File: config.mk
export PLATFORM = sky130hd
export DESIGN_NAME = fpp_fault_ctl
export DESIGN_NICKNAME = d
export VERILOG_FILES = /design/src/rtl/fpp_pkg.sv /design/src/rtl/fpp_swp_if.sv /design/src/rtl/fpp_fault_ctl.sv /design/src/rtl/fpp_phase_gen.sv /design/src/rtl/fpp_pin_sync.sv
export SDC_FILE = /design/constraint.sdc
export NUM_CORES = 1
export LEC_CHECK = 0
export ABC_AREA = 1
export BUFFER_PORTS_ARGS = -buffer_cell sky130_fd_sc_hd__buf_2
export CORE_ASPECT_RATIO = 0.7
export CORE_MARGIN = 5
export CORE_UTILIZATION = 40
export DETAILED_ROUTE_END_ITERATION = 8
export GPL_ROUTABILITY_DRIVEN = 0
export PLACE_DENSITY = 0.68
export SYNTH_ARGS = -nofsm -noshare
export SYNTH_HDL_FRONTEND = slang
export SYNTH_SLANG_ARGS = --single-unit
File: constraint.sdc
create_clock -name sys_clk -period 11.68 [get_ports sys_clk]
set_input_delay 1.752 -clock sys_clk [delete_from_list [all_inputs] [get_ports sys_clk]]
set_output_delay 1.752 -clock sys_clk [all_outputs]
set_load 0.02 [all_outputs]
File: src/rtl/fpp_pkg.sv
// Purpose: shared constants and types of the fault and phase block
// Assumes: sys_clk at 100 MHz
// Notes:   turn-off patterns are the line levels sampled at the two sync falls after the drop
package fpp_pkg;
  localparam int          CLK_MHZ         = 100;
  localparam int          HICCUP_MS       = 130;
  localparam int          HICCUP_CYC      = HICCUP_MS * 1000 * CLK_MHZ;
  localparam logic [7:0]  ADDR_PHASE_CFG  = 8'h04;
  localparam logic [7:0]  ADDR_STATUS     = 8'h16;
  localparam logic [7:0]  PHASE_CFG_RST   = 8'h00;
  localparam int          PCFG_INT_LSB    = 0;
  localparam int          PCFG_RATE_BIT   = 5;
  localparam int          PCFG_PHS_LSB    = 6;
  localparam int          ST_TW_BIT       = 7;
  localparam int          ST_OT_BIT       = 4;
  localparam int          ST_OC_BIT       = 3;
  localparam int          ST_UV_BIT       = 2;
  localparam int          ST_OV_BIT       = 1;
  // fault index inside 4-bit masks
  localparam int          F_OT            = 3;
  localparam int          F_OC            = 2;
  localparam int          F_UV            = 1;
  localparam int          F_OV            = 0;
  localparam logic [1:0]  PAT_SEQ         = 2'h0;
  localparam logic [1:0]  PAT_CRIT        = 2'h2;
  localparam logic [1:0]  PAT_EMERG       = 2'h1;

  typedef enum logic [1:0] {
    OFF_SEQ   = 2'b00,
    OFF_CRIT  = 2'b01,
    OFF_EMERG = 2'b10
  } fpp_off_t;

  typedef enum logic [2:0] {
    S_OFF   = 3'b000,
    S_RUN   = 3'b001,
    S_DELAY = 3'b010,
    S_RAMP  = 3'b011,
    S_HALT  = 3'b100
  } fpp_state_t;

  function automatic logic [3:0] phase_enables(input logic [1:0] cnt);
    case (cnt)
      2'd0:    phase_enables = 4'h1;
      2'd1:    phase_enables = 4'h5;
      2'd2:    phase_enables = 4'h7;
      default: phase_enables = 4'hF;
    endcase
  endfunction : phase_enables

  function automatic logic [1:0] off_pattern(input fpp_off_t t);
    case (t)
      OFF_CRIT:  off_pattern = PAT_CRIT;
      OFF_EMERG: off_pattern = PAT_EMERG;
      default:   off_pattern = PAT_SEQ;
    endcase
  endfunction : off_pattern
endpackage : fpp_pkg

File: src/rtl/fpp_swp_if.sv
// Purpose: carries switching setup and cycle starts between control and phase generator
// Assumes: one clock domain
// Notes:   ctl drives the setup, gen answers with starts
`timescale 1ns/1ns
`default_nettype none
interface fpp_swp_if;
  logic       sync_fall;
  logic       run;
  logic [3:0] interleave;
  logic       rate_fast;
  logic [1:0] phase_cnt;
  logic [3:0] cyc_start;
  logic       locked;
  modport ctl (output sync_fall, run, interleave, rate_fast, phase_cnt,
               input cyc_start, locked);
  modport gen (input sync_fall, run, interleave, rate_fast, phase_cnt,
               output cyc_start, locked);
endinterface : fpp_swp_if
`default_nettype wire
File: src/rtl/fpp_fault_ctl.sv
// Purpose: fault response, group line coding and switching setup of a load regulator
// Assumes: fault detect inputs come from same-clock monitor logic; sync and group line are pins
// Notes:   group line is open drain, driven only low
`timescale 1ns/1ns
`default_nettype none
module fpp_fault_ctl #(
  parameter int HICCUP_CYCLES = fpp_pkg::HICCUP_CYC,
  parameter int PW            = 12
) (
  input  wire logic       sys_clk,
  input  wire logic       rst,
  input  wire logic       sync_line,
  input  wire logic       grp_fault_i,
  output logic            grp_fault_o,
  output logic            grp_fault_oe,
  input  wire logic       reg_wr,
  input  wire logic [7:0] reg_addr,
  input  wire logic [7:0] reg_wdata,
  output logic      [7:0] reg_rdata,
  input  wire logic       turn_on,
  input  wire logic       above_prebias,
  input  wire logic       over_temperature,
  input  wire logic       over_current,
  input  wire logic       low_output_voltage,
  input  wire logic       excess_output_voltage,
  input  wire logic       heat_warning,
  input  wire logic [3:0] prop_en,
  input  wire logic [3:0] latch_en,
  input  wire logic       ot_critical,
  input  wire logic       ov_emergency,
  input  wire logic [15:0] toff_delay,
  input  wire logic       ramp_done,
  output logic            output_on,
  output logic            ramp_down,
  output logic            hs_off,
  output logic            ls_on,
  output var fpp_pkg::fpp_off_t off_type,
  output logic [3:0]      cyc_start
);
  import fpp_pkg::*;

  initial begin
    if (HICCUP_CYCLES < 2 || HICCUP_CYCLES >= 2**24) $error("fpp_fault_ctl: bad HICCUP_CYCLES");
  end

  // ****************************************
  // pin sampling and phase generator
  // ****************************************
  logic [1:0] lvl, fall;
  logic       sync_fall, grp_lvl;

  fpp_pin_sync #(.W(2)) u_sync (
    .sys_clk (sys_clk),
    .rst     (rst),
    .pin     ({grp_fault_i, sync_line}),
    .level   (lvl),
    .fall    (fall)
  );
  assign sync_fall = fall[0];
  assign grp_lvl   = lvl[1];

  fpp_swp_if sw ();

  fpp_phase_gen #(.PW(PW)) u_gen (
    .sys_clk (sys_clk),
    .rst     (rst),
    .sw      (sw)
  );

  // ****************************************
  // switching phase configuration
  // ****************************************
  fpp_state_t state_r;
  logic [7:0] pcfg_r;
  logic [4:0] st_r;                                        // tw, ot, oc, uv, ov
  logic       running;

  assign running = (state_r != S_OFF) && (state_r != S_HALT);

  always_ff @(posedge sys_clk) begin
    if (rst) begin
      pcfg_r <= PHASE_CFG_RST;
    end else if (reg_wr && reg_addr == ADDR_PHASE_CFG && !running) begin
      pcfg_r <= reg_wdata & 8'hEF;
    end
  end

  assign sw.sync_fall  = sync_fall;
  assign sw.interleave = pcfg_r[PCFG_INT_LSB +: 4];
  assign sw.rate_fast  = pcfg_r[PCFG_RATE_BIT];
  assign sw.phase_cnt  = pcfg_r[PCFG_PHS_LSB +: 2];
  assign sw.run        = (state_r == S_RUN);
  assign cyc_start     = sw.cyc_start;

  // status reads active-low per fault, unused bits high
  always_ff @(posedge sys_clk) begin
    if (rst) begin
      reg_rdata <= 8'h00;
    end else if (reg_addr == ADDR_PHASE_CFG) begin
      reg_rdata <= pcfg_r & 8'hEF;
    end else if (reg_addr == ADDR_STATUS) begin
      reg_rdata <= {~st_r[4], 2'h3, ~st_r[3:0], 1'b1};
    end else begin
      reg_rdata <= 8'h00;
    end
  end

  // ****************************************
  // fault classification
  // ****************************************
  logic [3:0] f_act;
  logic       own_trip, own_prop;
  fpp_off_t   own_type;

  always_comb begin
    f_act[F_OT] = over_temperature;
    f_act[F_OC] = over_current && above_prebias;
    f_act[F_OV] = excess_output_voltage && above_prebias;
    f_act[F_UV] = low_output_voltage && state_r == S_RUN;
    own_trip = (state_r == S_RUN) && (|f_act);
    own_prop = |(f_act & prop_en);
    if (f_act[F_OV]) begin
      own_type = ov_emergency ? OFF_EMERG : OFF_CRIT;
    end else if (f_act[F_OC]) begin
      own_type = OFF_CRIT;
    end else if (f_act[F_OT]) begin
      own_type = ot_critical ? OFF_CRIT : OFF_SEQ;
    end else begin
      own_type = OFF_SEQ;
    end
  end

  // set wins over a clear written in the same cycle
  logic [4:0] st_set, st_clr;
  assign st_set = {heat_warning, f_act[F_OT], f_act[F_OC], f_act[F_UV], f_act[F_OV]};
  assign st_clr = (reg_wr && reg_addr == ADDR_STATUS) ?
                  {reg_wdata[ST_TW_BIT], reg_wdata[ST_OT_BIT], reg_wdata[ST_OC_BIT],
                   reg_wdata[ST_UV_BIT], reg_wdata[ST_OV_BIT]} : 5'h00;

  always_ff @(posedge sys_clk) begin
    if (rst) begin
      st_r <= '0;
    end else begin
      st_r <= (st_r & ~st_clr) | st_set;
    end
  end

  logic latched;
  assign latched = |(st_r[3:0] & latch_en);

  // ****************************************
  // group line receive
  // ****************************************
  logic [1:0] rx_stage_r;
  logic       rx_b1_r, rx_prev_r, ext_trip_r, tx_busy;
  fpp_off_t   ext_type_r;

  always_ff @(posedge sys_clk) begin
    if (rst) begin
      rx_stage_r <= '0;
      rx_b1_r    <= 1'b0;
      rx_prev_r  <= 1'b1;
      ext_trip_r <= 1'b0;
      ext_type_r <= OFF_SEQ;
    end else begin
      ext_trip_r <= 1'b0;
      if (sync_fall) begin
        rx_prev_r <= grp_lvl;
        if (tx_busy) begin
          rx_stage_r <= '0;
        end else if (rx_stage_r == 2'd0 && rx_prev_r && !grp_lvl) begin
          rx_stage_r <= 2'd1;
        end else if (rx_stage_r == 2'd1) begin
          rx_b1_r    <= grp_lvl;
          rx_stage_r <= 2'd2;
        end else if (rx_stage_r == 2'd2) begin
          rx_stage_r <= '0;
          ext_trip_r <= 1'b1;
          case ({rx_b1_r, grp_lvl})
            PAT_CRIT:  ext_type_r <= OFF_CRIT;
            PAT_EMERG: ext_type_r <= OFF_EMERG;
            default:   ext_type_r <= OFF_SEQ;
          endcase
        end
      end
    end
  end

  // ****************************************
  // group line transmit
  // ****************************************
  logic       tx_req_r, tx_rel_r;
  logic [1:0] tx_stage_r, tx_pat_r;

  assign tx_busy = tx_req_r || tx_stage_r != 2'd0;

  always_ff @(posedge sys_clk) begin
    if (rst) begin
      grp_fault_o  <= 1'b0;
      grp_fault_oe <= 1'b0;
      tx_stage_r   <= '0;
    end else if (sync_fall) begin
      case (tx_stage_r)
        2'd0: if (tx_req_r) begin
          grp_fault_oe <= 1'b1;
          tx_stage_r   <= 2'd1;
        end
        2'd1: begin
          grp_fault_oe <= ~tx_pat_r[1];
          tx_stage_r   <= 2'd2;
        end
        2'd2: begin
          grp_fault_oe <= ~tx_pat_r[0];
          tx_stage_r   <= 2'd3;
        end
        default: begin
          grp_fault_oe <= ~tx_rel_r;
          if (tx_rel_r) tx_stage_r <= 2'd0;
        end
      endcase
    end
  end

  // ****************************************
  // turn-off sequencer
  // ****************************************
  logic [15:0] dly_r;
  logic [23:0] hic_r;
  logic        tripped_r, hic_done;

  assign hic_done = (hic_r == '0);

  always_ff @(posedge sys_clk) begin
    if (rst) begin
      state_r   <= S_OFF;
      dly_r     <= '0;
      tripped_r <= 1'b0;
      off_type  <= OFF_SEQ;
      tx_req_r  <= 1'b0;
      tx_pat_r  <= PAT_SEQ;
      tx_rel_r  <= 1'b0;
    end else begin
      if (sync_fall && tx_stage_r == 2'd0) tx_req_r <= 1'b0;
      if (sync_fall && tx_stage_r == 2'd3 && tx_rel_r) tx_rel_r <= 1'b0;
      case (state_r)
        S_OFF: begin
          if (turn_on && !latched && grp_lvl) begin
            state_r   <= S_RUN;
            tripped_r <= 1'b0;
          end
        end
        S_RUN: begin
          if (own_trip || ext_trip_r) begin
            tripped_r <= 1'b1;
            off_type  <= own_trip ? own_type : ext_type_r;
            if (own_trip && own_prop) begin
              tx_req_r <= 1'b1;
              tx_pat_r <= off_pattern(own_type);
            end
            if ((own_trip ? own_type : ext_type_r) == OFF_SEQ) begin
              state_r <= S_DELAY;
              dly_r   <= toff_delay;
            end else begin
              state_r <= S_HALT;
            end
          end else if (!turn_on) begin
            state_r  <= S_DELAY;
            off_type <= OFF_SEQ;
            dly_r    <= toff_delay;
          end
        end
        S_DELAY: begin
          if (dly_r == '0) state_r <= S_RAMP;
          else dly_r <= dly_r - 16'h0001;
        end
        S_RAMP: begin
          if (ramp_done) state_r <= tripped_r ? S_HALT : S_OFF;
        end
        default: begin
          // retry waits on the line being free, so a peer still low holds us off
          if (hic_done && !latched) begin
            if (tx_stage_r != 2'd0) begin
              tx_rel_r <= 1'b1;
            end else if (grp_lvl && !tx_req_r) begin
              state_r <= turn_on ? S_RUN : S_OFF;
              tripped_r <= 1'b0;
            end
          end
        end
      endcase
    end
  end

  // timer runs from the trip, so the turn-off delay eats into it
  always_ff @(posedge sys_clk) begin
    if (rst) begin
      hic_r <= '0;
    end else if (state_r == S_RUN && (own_trip || ext_trip_r)) begin
      hic_r <= 24'(HICCUP_CYCLES - 1);
    end else if (!hic_done) begin
      hic_r <= hic_r - 24'h000001;
    end
  end

  // ****************************************
  // power stage outputs
  // ****************************************
  always_ff @(posedge sys_clk) begin
    if (rst) begin
      output_on <= 1'b0;
      ramp_down <= 1'b0;
      hs_off    <= 1'b1;
      ls_on     <= 1'b0;
    end else begin
      output_on <= running;
      ramp_down <= (state_r == S_RAMP);
      hs_off    <= !(state_r == S_RUN || state_r == S_DELAY || state_r == S_RAMP);
      ls_on     <= (state_r == S_HALT) && (off_type == OFF_EMERG);
    end
  end
endmodule : fpp_fault_ctl
`default_nettype wire

File: src/rtl/fpp_phase_gen.sv
// Purpose: locks switching cycle starts to the sync fall with interleave delay
// Assumes: sync period below 2**PW sys_clk cycles
// Notes:   period is re-measured every sync fall, so a drifting master is followed
`timescale 1ns/1ns
`default_nettype none
module fpp_phase_gen #(
  parameter int PW = 12
) (
  input  wire logic sys_clk,
  input  wire logic rst,
  fpp_swp_if.gen    sw
);
  import fpp_pkg::*;

  initial begin
    if (PW < 6 || PW > 16) $error("fpp_phase_gen: PW out of range");
  end

  logic [PW-1:0]   cnt_r, per_r;
  logic [PW+3:0]   prod;
  logic [PW-1:0]   dly, half, dly2;
  logic            hit;

  // measured sync period in sys_clk cycles
  always_ff @(posedge sys_clk) begin
    if (rst) begin
      cnt_r     <= '0;
      per_r     <= '0;
      sw.locked <= 1'b0;
    end else if (sw.sync_fall) begin
      cnt_r     <= '0;
      per_r     <= cnt_r + 1'b1;
      sw.locked <= 1'b1;
    end else if (cnt_r != '1) begin
      cnt_r <= cnt_r + 1'b1;
    end else begin
      sw.locked <= 1'b0;
    end
  end

  always_comb begin
    prod = per_r * sw.interleave;
    dly  = prod[PW+3:4];
    half = per_r >> 1;
    dly2 = (dly >= half) ? PW'(dly - half) : PW'(dly + half);
    hit  = (cnt_r == dly) || (sw.rate_fast && cnt_r == dly2);
  end

  // starts referenced to the sync fall, so only a locked run emits them
  always_ff @(posedge sys_clk) begin
    if (rst) begin
      sw.cyc_start <= '0;
    end else if (sw.run && sw.locked && hit) begin
      sw.cyc_start <= phase_enables(sw.phase_cnt);
    end else begin
      sw.cyc_start <= '0;
    end
  end
endmodule : fpp_phase_gen
`default_nettype wire

File: src/rtl/fpp_pin_sync.sv
// Purpose: three-stage pin synchroniser with agreement filter and fall pulse
// Assumes: pins are asynchronous to sys_clk
// Notes:   stage one feeds only stage two
`timescale 1ns/1ns
`default_nettype none
module fpp_pin_sync #(
  parameter int W = 2
) (
  input  wire logic         sys_clk,
  input  wire logic         rst,
  input  wire logic [W-1:0] pin,
  output logic      [W-1:0] level,
  output logic      [W-1:0] fall
);
  logic [W-1:0] s1_r, s2_r, s3_r;

  always_ff @(posedge sys_clk) begin
    if (rst) begin
      s1_r <= '1;
      s2_r <= '1;
      s3_r <= '1;
    end else begin
      s1_r <= pin;
      s2_r <= s1_r;
      s3_r <= s2_r;
    end
  end

  for (genvar i = 0; i < W; i++) begin : g_bit
    always_ff @(posedge sys_clk) begin
      if (rst) begin
        level[i] <= 1'b1;
        fall[i]  <= 1'b0;
      end else begin
        fall[i] <= 1'b0;
        if (s2_r[i] == s3_r[i] && s3_r[i] != level[i]) begin
          level[i] <= s3_r[i];
          fall[i]  <= ~s3_r[i];
        end
      end
    end
  end
endmodule : fpp_pin_sync
`default_nettype wire

# ---- Word-level counts from Yosys, hierarchy flattened
# Cells that the tools add are included.
dict set report totals {
  register_bits 122
  elab_cells 231
  inputBits 55
  mem_bits_rw 0
  romBits 0
  n_memories 0
  latchBits 0
}
dict set report op_classes {
  n_eq_ne 39
  n_reduce_logical 72
  n_addsub 5
  multipliers 1
  n_lt_le_gt_ge 1
  bitwise_logic 19
  n_mux 60
  n_div 0
  shifts 0
}
# cell count
set op_table {}
lappend op_table {{16-bit two-way mux} 4}
lappend op_table {{24-bit two-way mux} 2}
lappend op_table {{16-bit one-hot mux with 2 select lines} 1}
lappend op_table {{3-bit two-way mux} 10}
lappend op_table {{1-bit logical AND} 25}
lappend op_table {{12-bit equality test} 2}
lappend op_table {{24-bit zero test} 1}
lappend op_table {{24-bit by 1-bit subtractor with 24-bit output (second input constant)} 1}
lappend op_table {{2-bit two-way mux} 11}
lappend op_table {{1-bit two-way mux} 21}
lappend op_table {{16-bit zero test} 1}
lappend op_table {{12-bit by 4-bit multiplier with 16-bit output} 1}
lappend op_table {{8-bit two-way mux} 2}
lappend op_table {{4-bit OR reduction} 4}
lappend op_table {{16-bit by 1-bit subtractor with 16-bit output (second input constant)} 1}
lappend op_table {{2-bit equality test (second input constant)} 7}
lappend op_table {{2-bit != test (second input constant)} 7}
lappend op_table {{1-bit inverter} 13}
lappend op_table {{12-bit by 1-bit adder with 12-bit output (second input constant)} 1}
lappend op_table {{12-bit by 11-bit adder with 12-bit output} 1}
lappend op_table {{12-bit by 11-bit greater-or-equal comparator with 1-bit output} 1}
lappend op_table {{12-bit two-way mux} 1}
lappend op_table {{12-bit != test (second input constant)} 1}
lappend op_table {{3-bit one-hot mux with 4 select lines} 1}
lappend op_table {{40 further kinds} 77}

# ---- Longest topological paths before layout
# Gate-level depths: netlist (run 1).
dict set report logic_depth {
  depth_word 9
  ltp_mapped 37
  mapped_depth_nobuf 36
}

# ---- Hierarchy
# A second synthesis (run 1) with hierarchy kept.
dict set report unflattened {
  cells_unflattened 1359
  hier_area_um2 9009.9
}
# module area_per_inst_um2 seq_area_each_um2 cells_per_inst n_inst
set by_module_without_submodules {}
lappend by_module_without_submodules {fpp_fault_ctl 4525.6 1681.6 677 1}
lappend by_module_without_submodules {fpp_phase_gen 4182.8 580.6 653 1}
lappend by_module_without_submodules {fpp_pin_sync 301.5 200.2 29 1}

# ---- Worst setup path before layout (run 1)
# No wires, ideal clock.
dict set report synth_timing {
  path_type {register -> register}
  start {register pcfg_r[3]}
  end {register u_gen.sw.cyc_start[1]}
  arrival_time_ns 4.893
  path_stages_with_launch 34
  n_path_buf 2
  setup_slack_ns 6.723
  setup_time_ns 0.064
  synth_period_minus_slack_ns 4.957
  required_ns 11.616
  cell_sequence {dfxtp_1 -> clkbuf_1 -> nand2_1 -> fa_1 -> fa_1 -> inv_1 -> ha_1 -> nand2_1 -> inv_1 -> a21oi_1 -> nand2_2 -> nand2_1 -> nand2_1 -> nand2_1 -> a21oi_1 -> o21ai_0 -> nand2_1 -> ha_1 -> nand2_1 -> inv_1 -> a21oi_1 -> nand4_1 -> nand2_2 -> clkbuf_4 -> nand4_1 -> nand3_1 -> nand2_1 -> nor2_1 -> nand2_1 -> nor2_1 -> nand3_1 -> nand2_1 -> nand2_2 -> nor2_1}
}
dict set report synth_via {
  elab_chain_cells 9
  elab_cells_between_ends 12
  classes_between {2 x add/sub; 1 x mul; 1 x order compare; 2 x eq/ne; 1 x mux; 1 x bitwise; 4 x reduce/logical}
}
# element line_no
set synth_rtl {}
lappend synth_rtl {{start: declaration} fpp_fault_ctl.sv:74} ;# logic [7:0] pcfg_r;
lappend synth_rtl {{start signal: assignment} fpp_fault_ctl.sv:84} ;# pcfg_r <= reg_wdata & 8'hEF;
lappend synth_rtl {{12-bit by 4-bit multiplier with 16-bit output *} fpp_phase_gen.sv:42} ;# prod = per_r * sw.interleave;
lappend synth_rtl {{12-bit by 11-bit adder with 12-bit output (tied with other cells)} fpp_phase_gen.sv:45} ;# dly2 = (dly >= half) ? PW'(dly - half) : PW'(dly + half);
lappend synth_rtl {{12-bit two-way mux} fpp_phase_gen.sv:45}
lappend synth_rtl {{12-bit equality test} fpp_phase_gen.sv:46} ;# hit = (cnt_r == dly) || (sw.rate_fast && cnt_r == dly2);
lappend synth_rtl {{1-bit logical AND} fpp_phase_gen.sv:46}
lappend synth_rtl {{1-bit logical OR *} fpp_phase_gen.sv:46}
lappend synth_rtl {{1-bit logical AND *} fpp_phase_gen.sv:53} ;# end else if (sw.run && sw.locked && hit) begin
lappend synth_rtl {{1-bit inverter (no source line) *} n/a}
lappend synth_rtl {{2-bit OR reduction (no source line) *} n/a}
lappend synth_rtl {{end signal: assignment} fpp_phase_gen.sv:54} ;# sw.cyc_start <= phase_enables(sw.phase_cnt);
lappend synth_rtl {{end: declaration} fpp_swp_if.sv:17} ;# output cyc_start, locked);
# Every way passes the cells marked *; elsewhere a longest branch is shown, timed or not.
# A chain may end at the register's enable or synchronous reset.

# ---- Final worst setup path (run 1)
dict set report layout_timing {
  start {register pcfg_r[2]}
  end {register u_gen.sw.cyc_start[2]}
}
# Same word-level chain as after synthesis.

==> metrics.txt, run 1 <==
status complete, no violations; Synth Cell Area 0.00866 mm²; # DRC 0; Final Cycle Share 50.3%; CP max stage cell dfxtp_1; final hold viol count 0; post-cts sizing count 0; Fmax 170 MHz; Yosys warning count 0; CP Class reg -> reg; Cells on Worst Hold Path 1; routed vias/inst 5.16; hold crit path type reg -> reg; H-tree depth 4; setup ws final 5.81 ns; Reg power frac 32.9%; CP peak stage delay 0.66 ns; Pwr per Cell Area 167 mW/mm²; CTS Hold Buffers Added 0; CTS tree yes; FF-to-FF setup slack 5.81 ns; first-pass GRT wire length 37,600 µm; average size of a mapped cell 6.79 µm²; post-route insts no fill 1,631; total negative slack 0 ns; Top Ports 75; largest net degree at the start of global routing 58; VDD IR max 0.0994 mV; worst path arrival time 6.23 ns; # Max-Cap Violations 0; DR vias 8,414; synthesis-to-layout area growth 14.0%; hpwl dp 17,600 µm; diode count 0; total CTS buffers 17; IO Port Bufs 73; P_leak 0.00497 µW; post-synthesis sequential area ratio 28.2%; Critical Path RT 12.04 ns; 1st-iter DRT viols 840; crit start category flop; met2 usage 26.6%; worst r2r dst u_gen.sw.cyc_start[2]$_SDFF_PP0_; worst hold margin 0.406 ns; die area 0.0247 mm²; Slew HR 33.0%; vias in the first global route 7,557; grt met3 use 3.82%; Seq cells post-synth 122; Clock transition at path regs 0.06 ns; syn nets 1,402; Tmin final 5.87 ns; Final Skew 0.00960 ns; worst hold path endpoint u_sync.s2_r[1]$_SDFF_PP1_; Die H 133 µm; leading area contributor after synthesis dfxtp_1; Routed WL per cell 14.1 µm; Worst R2R Path Depth 31; dpl cells 1,599; WL final 23,000 µm; internal power 1050 µW; fraction of final layout cells sized beyond drive strength 1 11.9%; Final setup viols 0; largest cells by area after synthesis dfxtp_1 (28%), nand2_1 (12%), inv_1 (9.2%); number of antenna violations at the first check in global routing 0; Mapped Cells 1,275; CTS root buf clkbuf_16; Skew-Pair Late Insertion Delay 0.42 ns; DRT antenna net count 0; RSZ-0062 raised after global routing false; sw power 605 µW; # fillers 2,136; row count 45; worst-path fanout max 15; Final Total Pwr 1650 µW; Sw Ratio 36.6%; Layout Nets 1,463; GRT met1 Usage 28.3%; Core ar. 0.0215 mm²; measured slew at the worst slew-check pin 1.00 ns; Hold Startpoint u_sync.s1_r[1]$_SDFF_PP1_; first-pass iteration count of the detailed router 5; Num Clock Sinks 122; Distinct cells, synth 57; gr ovfl total 0; combinational power share 31.6%; CP most frequent cell nand2_1; top cell type's share of synthesized area 28.2%; All-Layer GR Usage 18.6%; layer with the highest usage met1; endpoint class of the critical path flop; CTS Buffer Depth 2; Final Max Slew Viols 0; Post-CTS Setup Bufs 0; Die X-Extent 186 µm; Clk pwr share 35.5%; Starting Density 40.2%; Reg-to-Reg Start pcfg_r[2]$_SDFFE_PP0P_; pre-CTS setup slack 5.97 ns
[worst max-delay path by stage]
stage	start	endpoint	slack, ns
floorplan	pcfg_r[3]$_SDFFE_PP0P_	u_gen.sw.cyc_start[1]$_SDFF_PP0_	6.72
global placement	pcfg_r[3]$_SDFFE_PP0P_	u_gen.sw.cyc_start[2]$_SDFF_PP0_	6.23
detailed placement	pcfg_r[3]$_SDFFE_PP0P_	u_gen.sw.cyc_start[2]$_SDFF_PP0_	5.97
CTS	pcfg_r[3]$_SDFFE_PP0P_	u_gen.sw.cyc_start[2]$_SDFF_PP0_	5.86
global route	pcfg_r[3]$_SDFFE_PP0P_	u_gen.sw.cyc_start[1]$_SDFF_PP0_	5.18
finish	pcfg_r[2]$_SDFFE_PP0P_	u_gen.sw.cyc_start[2]$_SDFF_PP0_	5.81
[registers in the layout, indices dropped and copies added (netlist names), 3 cells and up]
signal / flops
st_r: 5
dly_r: 16
u_gen.sw.cyc_start: 4
u_gen.per_r: 12
state_r: 3
hic_r: 24
reg_rdata: 8
u_gen.cnt_r: 12
pcfg_r: 7
[cell usage after synthesis, drive strengths merged]
library cell / number
nor3: 19
xor2: 33
o22ai: 9
a21boi: 2
xnor2: 10
o21ai: 77
or2: 16
conb: 1
a31o: 1
o22a: 1
fa: 21
or3: 1
a31oi: 19
a22o: 1
nand3: 72
and3: 1
nand4: 29
a21oi: 89
o211ai: 1
a21o: 3
nand3b: 6
nor4: 8
a221oi: 3
o31ai: 2
clkinv: 1
ha: 51
inv: 215
nand2: 301
a211oi: 8
dfxtp: 122
clkbuf: 22
nor2: 108
o21a: 1
nor3b: 2
o41ai: 1
o2111ai: 1
o311ai: 2
o21bai: 4
buf: 11
[critical path: cells and delay by family, from the launching register on]
kind / cells / cell delay, ns
flip-flops: 1 / 0.66
AND/OR/NAND/NOR: 23 / 2.69
AO/OA/AOI/OAI: 2 / 0.44
adder cells (fa/ha/maj): 4 / 1.93
buffers and inverters: 2 / 0.09
[placed cells by master (no fill, tap or decap), types with 3 or more instances in the layout]
master and instances:
nand2_2 12, bufinv_16 5, a31oi_1 19, nand2_1 286
fa_1 21, o22ai_1 9, nand4_1 29, a21oi_1 88
nor4_1 7, inv_1 211, nand3b_1 6, nand2_4 3
o21ai_0 75, inv_2 4, nor2_2 7, a211oi_1 8
nor2_1 99, clkinv_2 4, xnor2_1 10, buf_2 73
a21o_1 3, clkbuf_16 17, or2_2 15, nand3_1 69
dfxtp_1 122, ha_1 51, xor2_1 32, nor3_1 18
o21bai_1 4
[cell type report]
type | instances | area (µm²) | area share, %
inverters | 216 | 811 | 8.22
multi-input cells | 904 | 5230 | 53.0
clock buffers | 20 | 457 | 4.63
flip-flops and latches | 122 | 2440 | 24.7
clock inverters | 12 | 195 | 1.98
repair buffers | 75 | 380 | 3.85
well taps | 282 | 353 | 3.58
[through the flow]
stage / cell area (µm²) / util [%]
after global placement: 9220 / 42.9
after floorplan: 8660 / -
after detailed placement: 9220 / 42.9
final: 9870 / 45.9
after global routing: 9870 / 45.9
after CTS: 9870 / 45.9
[cells by family (layout without fill, tap and decap cells)]
group	after synthesis	in the layout	synth area share, %
XOR/XNOR	43	43	4.44
other	1	1	0.0433
AO/OA/AOI/OAI	225	225	14.7
AND/OR/NAND/NOR	563	563	29.0
adder cells (fa/ha/maj)	72	72	12.2
buffers and inverters	249	323	11.3
flip-flops	122	122	28.2
[power groups by stage]
stage                     sequential (µW)  combinational (µW)  clock [µW]
after floorplan                       535                 411           0
after global placement                545                 497           0
after detailed placement              547                 512           0
after CTS                             541                 516         592
after global routing                  553                 595         617
final                                 543                 522         586
[routing by layer]
metal / wire length, µm / vias up / part of all wire [%]
met2: 9640 / 284 / 42
met1: 11500 / 3881 / 50
met4: 178 / 0 / 0.78
li1: - / 4232 / -
met3: 1620 / 17 / 7.1
met5: 0 / - / 0
Power figures use the tool's default switching activity.
==> run 2, diff against run 1 <==
- ABC_AREA: 1 -> 0
- PLACE_DENSITY: 0.68 -> 0.71
- clock period: 11.68 -> 4.75 ns (I/O delays scaled with it)
==> metrics.txt, run 2 <==
status complete, but fails checks; failing checks negative setup slack; Slew HR 45.4%; first-pass iteration count of the detailed router 5; first-pass GRT wire length 38,000 µm; Final Max Slew Viols 0; commonest cells after routing, fill and taps aside buf_4 (131), nor2_1 (120), dfxtp_1 (115); Fmax 185 MHz; final hold viol count 0; top cell type's share of synthesized area 29.7%; worst hold margin 0.407 ns; FF-to-FF setup slack -0.64 ns; Starting Density 41.1%; diode count 0; GRT met1 Usage 27.4%; Worst R2R Path Depth 24; Hold Startpoint u_sync.s1_r[1]$_SDFF_PP1_; crit path capture u_gen.sw.cyc_start[2]$_SDFF_PP0_; routed vias/inst 5.45; CTS tree yes; Final Skew 0.00724 ns; Final Cycle Share 114%; worst-path fanout max 6; largest family of logic cells by synthesized area simple AND/OR/NAND/NOR gates; Die X-Extent 181 µm; largest net degree at the start of global routing 75; post-synthesis mux area share 3.21%; Compound-Gate Fraction of Synth Area 18.2%; Die H 130 µm; DRT antenna net count 0; Num Clock Sinks 122; Pwr per Cell Area 358 mW/mm²; VDD IR max 0.351 mV; ys async rst share 0%; Reg-to-Reg Start pcfg_r[2]$_SDFFE_PP0P_; met2 usage 31.7%; RSZ-0062 raised after global routing true; hpwl dp 17,600 µm; synthesis-to-layout area growth 29.2%; layer with the highest usage met2; Skew-Pair Late Insertion Delay 0.42 ns; Tmin final 5.39 ns; WL final 23,700 µm; CTS Buffer Depth 2; endpoint class of the critical path flop; Mapped Cells 1,028; measured slew at the worst slew-check pin 0.819 ns; CTS root buf clkbuf_16; vias in the first global route 7,557; 1st-iter DRT viols 518; Most flops, register hic_r; Clock transition at path regs 0.06 ns; setup ws final -0.642 ns; grt met3 use 4.60%; final instance area 0.0106 mm²; number of antenna violations at the first check in global routing 0; IO Port Bufs 73; top-count cell post-synth dfxtp_1; Layout Nets 1,335; Final setup viols 4; Top Ports 75; P_leak 0.00467 µW; Main synth FF type dfxtp_1; Distinct cells, synth 65; Routed WL per cell 15.9 µm; max reg flops 24; CP Class reg -> reg; Setup crit start pcfg_r[2]$_SDFFE_PP0P_; Largest regs hic_r x24, dly_r x16; Synth Cell Area 0.00822 mm²; die area 0.0236 mm²; syn nets 1,155; Critical Path RT 5.10 ns; Seq cells post-synth 122; top post-synthesis cells by count dfxtp_1 (122), nor2_1 (120), nand2_1 (110); simple-gate share of the synthesized area 23.5%; xor-xnor portion of the synthesized cell area 7.46%; DR vias 8,125; Synth Area in Adders 12.9%; crit start category flop; most common cell after layout, fill and taps aside buf_4; total CTS buffers 17; leading area contributor after synthesis dfxtp_1; # fillers 1,817; All-Layer GR Usage 19.7%; fraction of final layout cells sized beyond drive strength 1 24.7%; # Max-Cap Violations 0; Core ar. 0.0200 mm²; row count 43; post-synthesis sequential area ratio 29.7%; # DRC 0; hold crit path type reg -> reg; Post-synth EDFFs 0; gr ovfl total 0; worst r2r dst u_gen.sw.cyc_start[2]$_SDFF_PP0_; average size of a mapped cell 8.00 µm²; Yosys warning count 0; placed cell areas 0.00974 mm²; H-tree depth 4; largest cells by area after synthesis dfxtp_1 (30%), ha_1 (7.8%), nor2_1 (5.5%); worst path arrival time 5.74 ns
==> run 2: changes by cell type after synthesis, sizes merged, moves of 23 or more <==
cell / before / now
nand2: 301 / 110
o21ai: 77 / 46
mux2i: 0 / 23
xnor2: 10 / 39
nand3: 72 / 22
inv: 215 / 63
==> run 2: cells by family (layout without fill, tap and decap cells) <==
logic type | after synthesis | after routing
multiplexers | 26 | 26
AO/OA/AOI/OAI | 236 | 236
XOR/XNOR | 70 | 70
other | 1 | 1
AND/OR/NAND/NOR | 393 | 393
flip-flops | 122 | 122
buffers and inverters | 108 | 301
adder cells (fa/ha/maj) | 72 | 72
==> run 2: cell type report <==
cell class | count | area, µm² | area share [%]
Clock buffer | 20 | 447 | 4.21
Sequential cell | 122 | 2460 | 23.2
Timing Repair Buffer | 206 | 1380 | 13.0
Inverter | 63 | 236 | 2.23
Clock inverter | 12 | 139 | 1.31
Tap cell | 270 | 338 | 3.18
Multi-Input combinational cell | 798 | 5620 | 52.9
==> run 2: per-stage QoR <==
step	total power [µW]	setup TNS, ns	std cells	worst slack (ns)	util, %
2_1_floorplan	2250	-1.93	1028	-0.501	-
3_3_place_gp	2470	-2.93	1448	-0.751	48.7
3_5_place_dp	2500	-3.59	1448	-0.926	48.7
4_1_cts	3800	-2.04	1485	-0.523	52.2
5_1_grt	4030	-3.47	1491	-0.876	53.1
6_report	3800	-2.51	1491	-0.642	53.1
==> run 2: critical path, cell delays in order, from the launching register on <==
cell	delay (ns)
dfxtp_4	0.39
nand2_4	0.06
fa_1	0.49
fa_1	0.49
inv_1	0.04
ha_1	0.26
nand4_1	0.10
o211ai_1	0.16
o41a_1	0.41
a21o_1	0.21
a21o_1	0.21
xor2_2	0.18
ha_4	0.30
and4_4	0.21
and3_4	0.18
a221oi_2	0.06
buf_4	0.15
o22a_1	0.18
nand2_2	0.09
buf_6	0.12
o2111ai_2	0.15
a2111oi_4	0.39
o2111ai_2	0.15
buf_6	0.17
a21oi_4	0.14
==> run 2: worst min-delay path by stage <==
| stage | to | slack [ns] | cells after the start |
|---|---|---|---|
| after detailed placement | u_sync.s2_r[1]$_SDFF_PP1_ | 0.40 | 1 |
| after floorplan | u_sync.s2_r[0]$_SDFF_PP1_ | 0.39 | 1 |
| after global placement | u_sync.s2_r[1]$_SDFF_PP1_ | 0.39 | 1 |
| after CTS | u_sync.s2_r[1]$_SDFF_PP1_ | 0.41 | 1 |
| after global routing | u_sync.s2_r[1]$_SDFF_PP1_ | 0.42 | 1 |
| final | u_sync.s2_r[1]$_SDFF_PP1_ | 0.41 | 1 |
==> run 2: repair_timing <==
action                                  in CTS  in global routing
hold buffers                                 0                  0
pin swaps                                   11                 13
endpoints found under the setup margin       4                  4
resized for setup                           24                 25
setup buffers                                5                  6
==> run 2: layer usage <==
| layer | vias up | share of wire [%] |
|---|---|---|
| met5 | - | 0 |
| met2 | 244 | 45 |
| met4 | 0 | 1.2 |
| li1 | 3960 | - |
| met1 | 3892 | 47 |
| met3 | 29 | 6.9 |
==> run 2: power breakdown <==
part	internal [µW]	leakage (µW)	total [µW]	switching, µW
logic	486	0.00340	1170	681
clock network	791	0.000274	1290	500
registers	1180	0.000997	1340	162
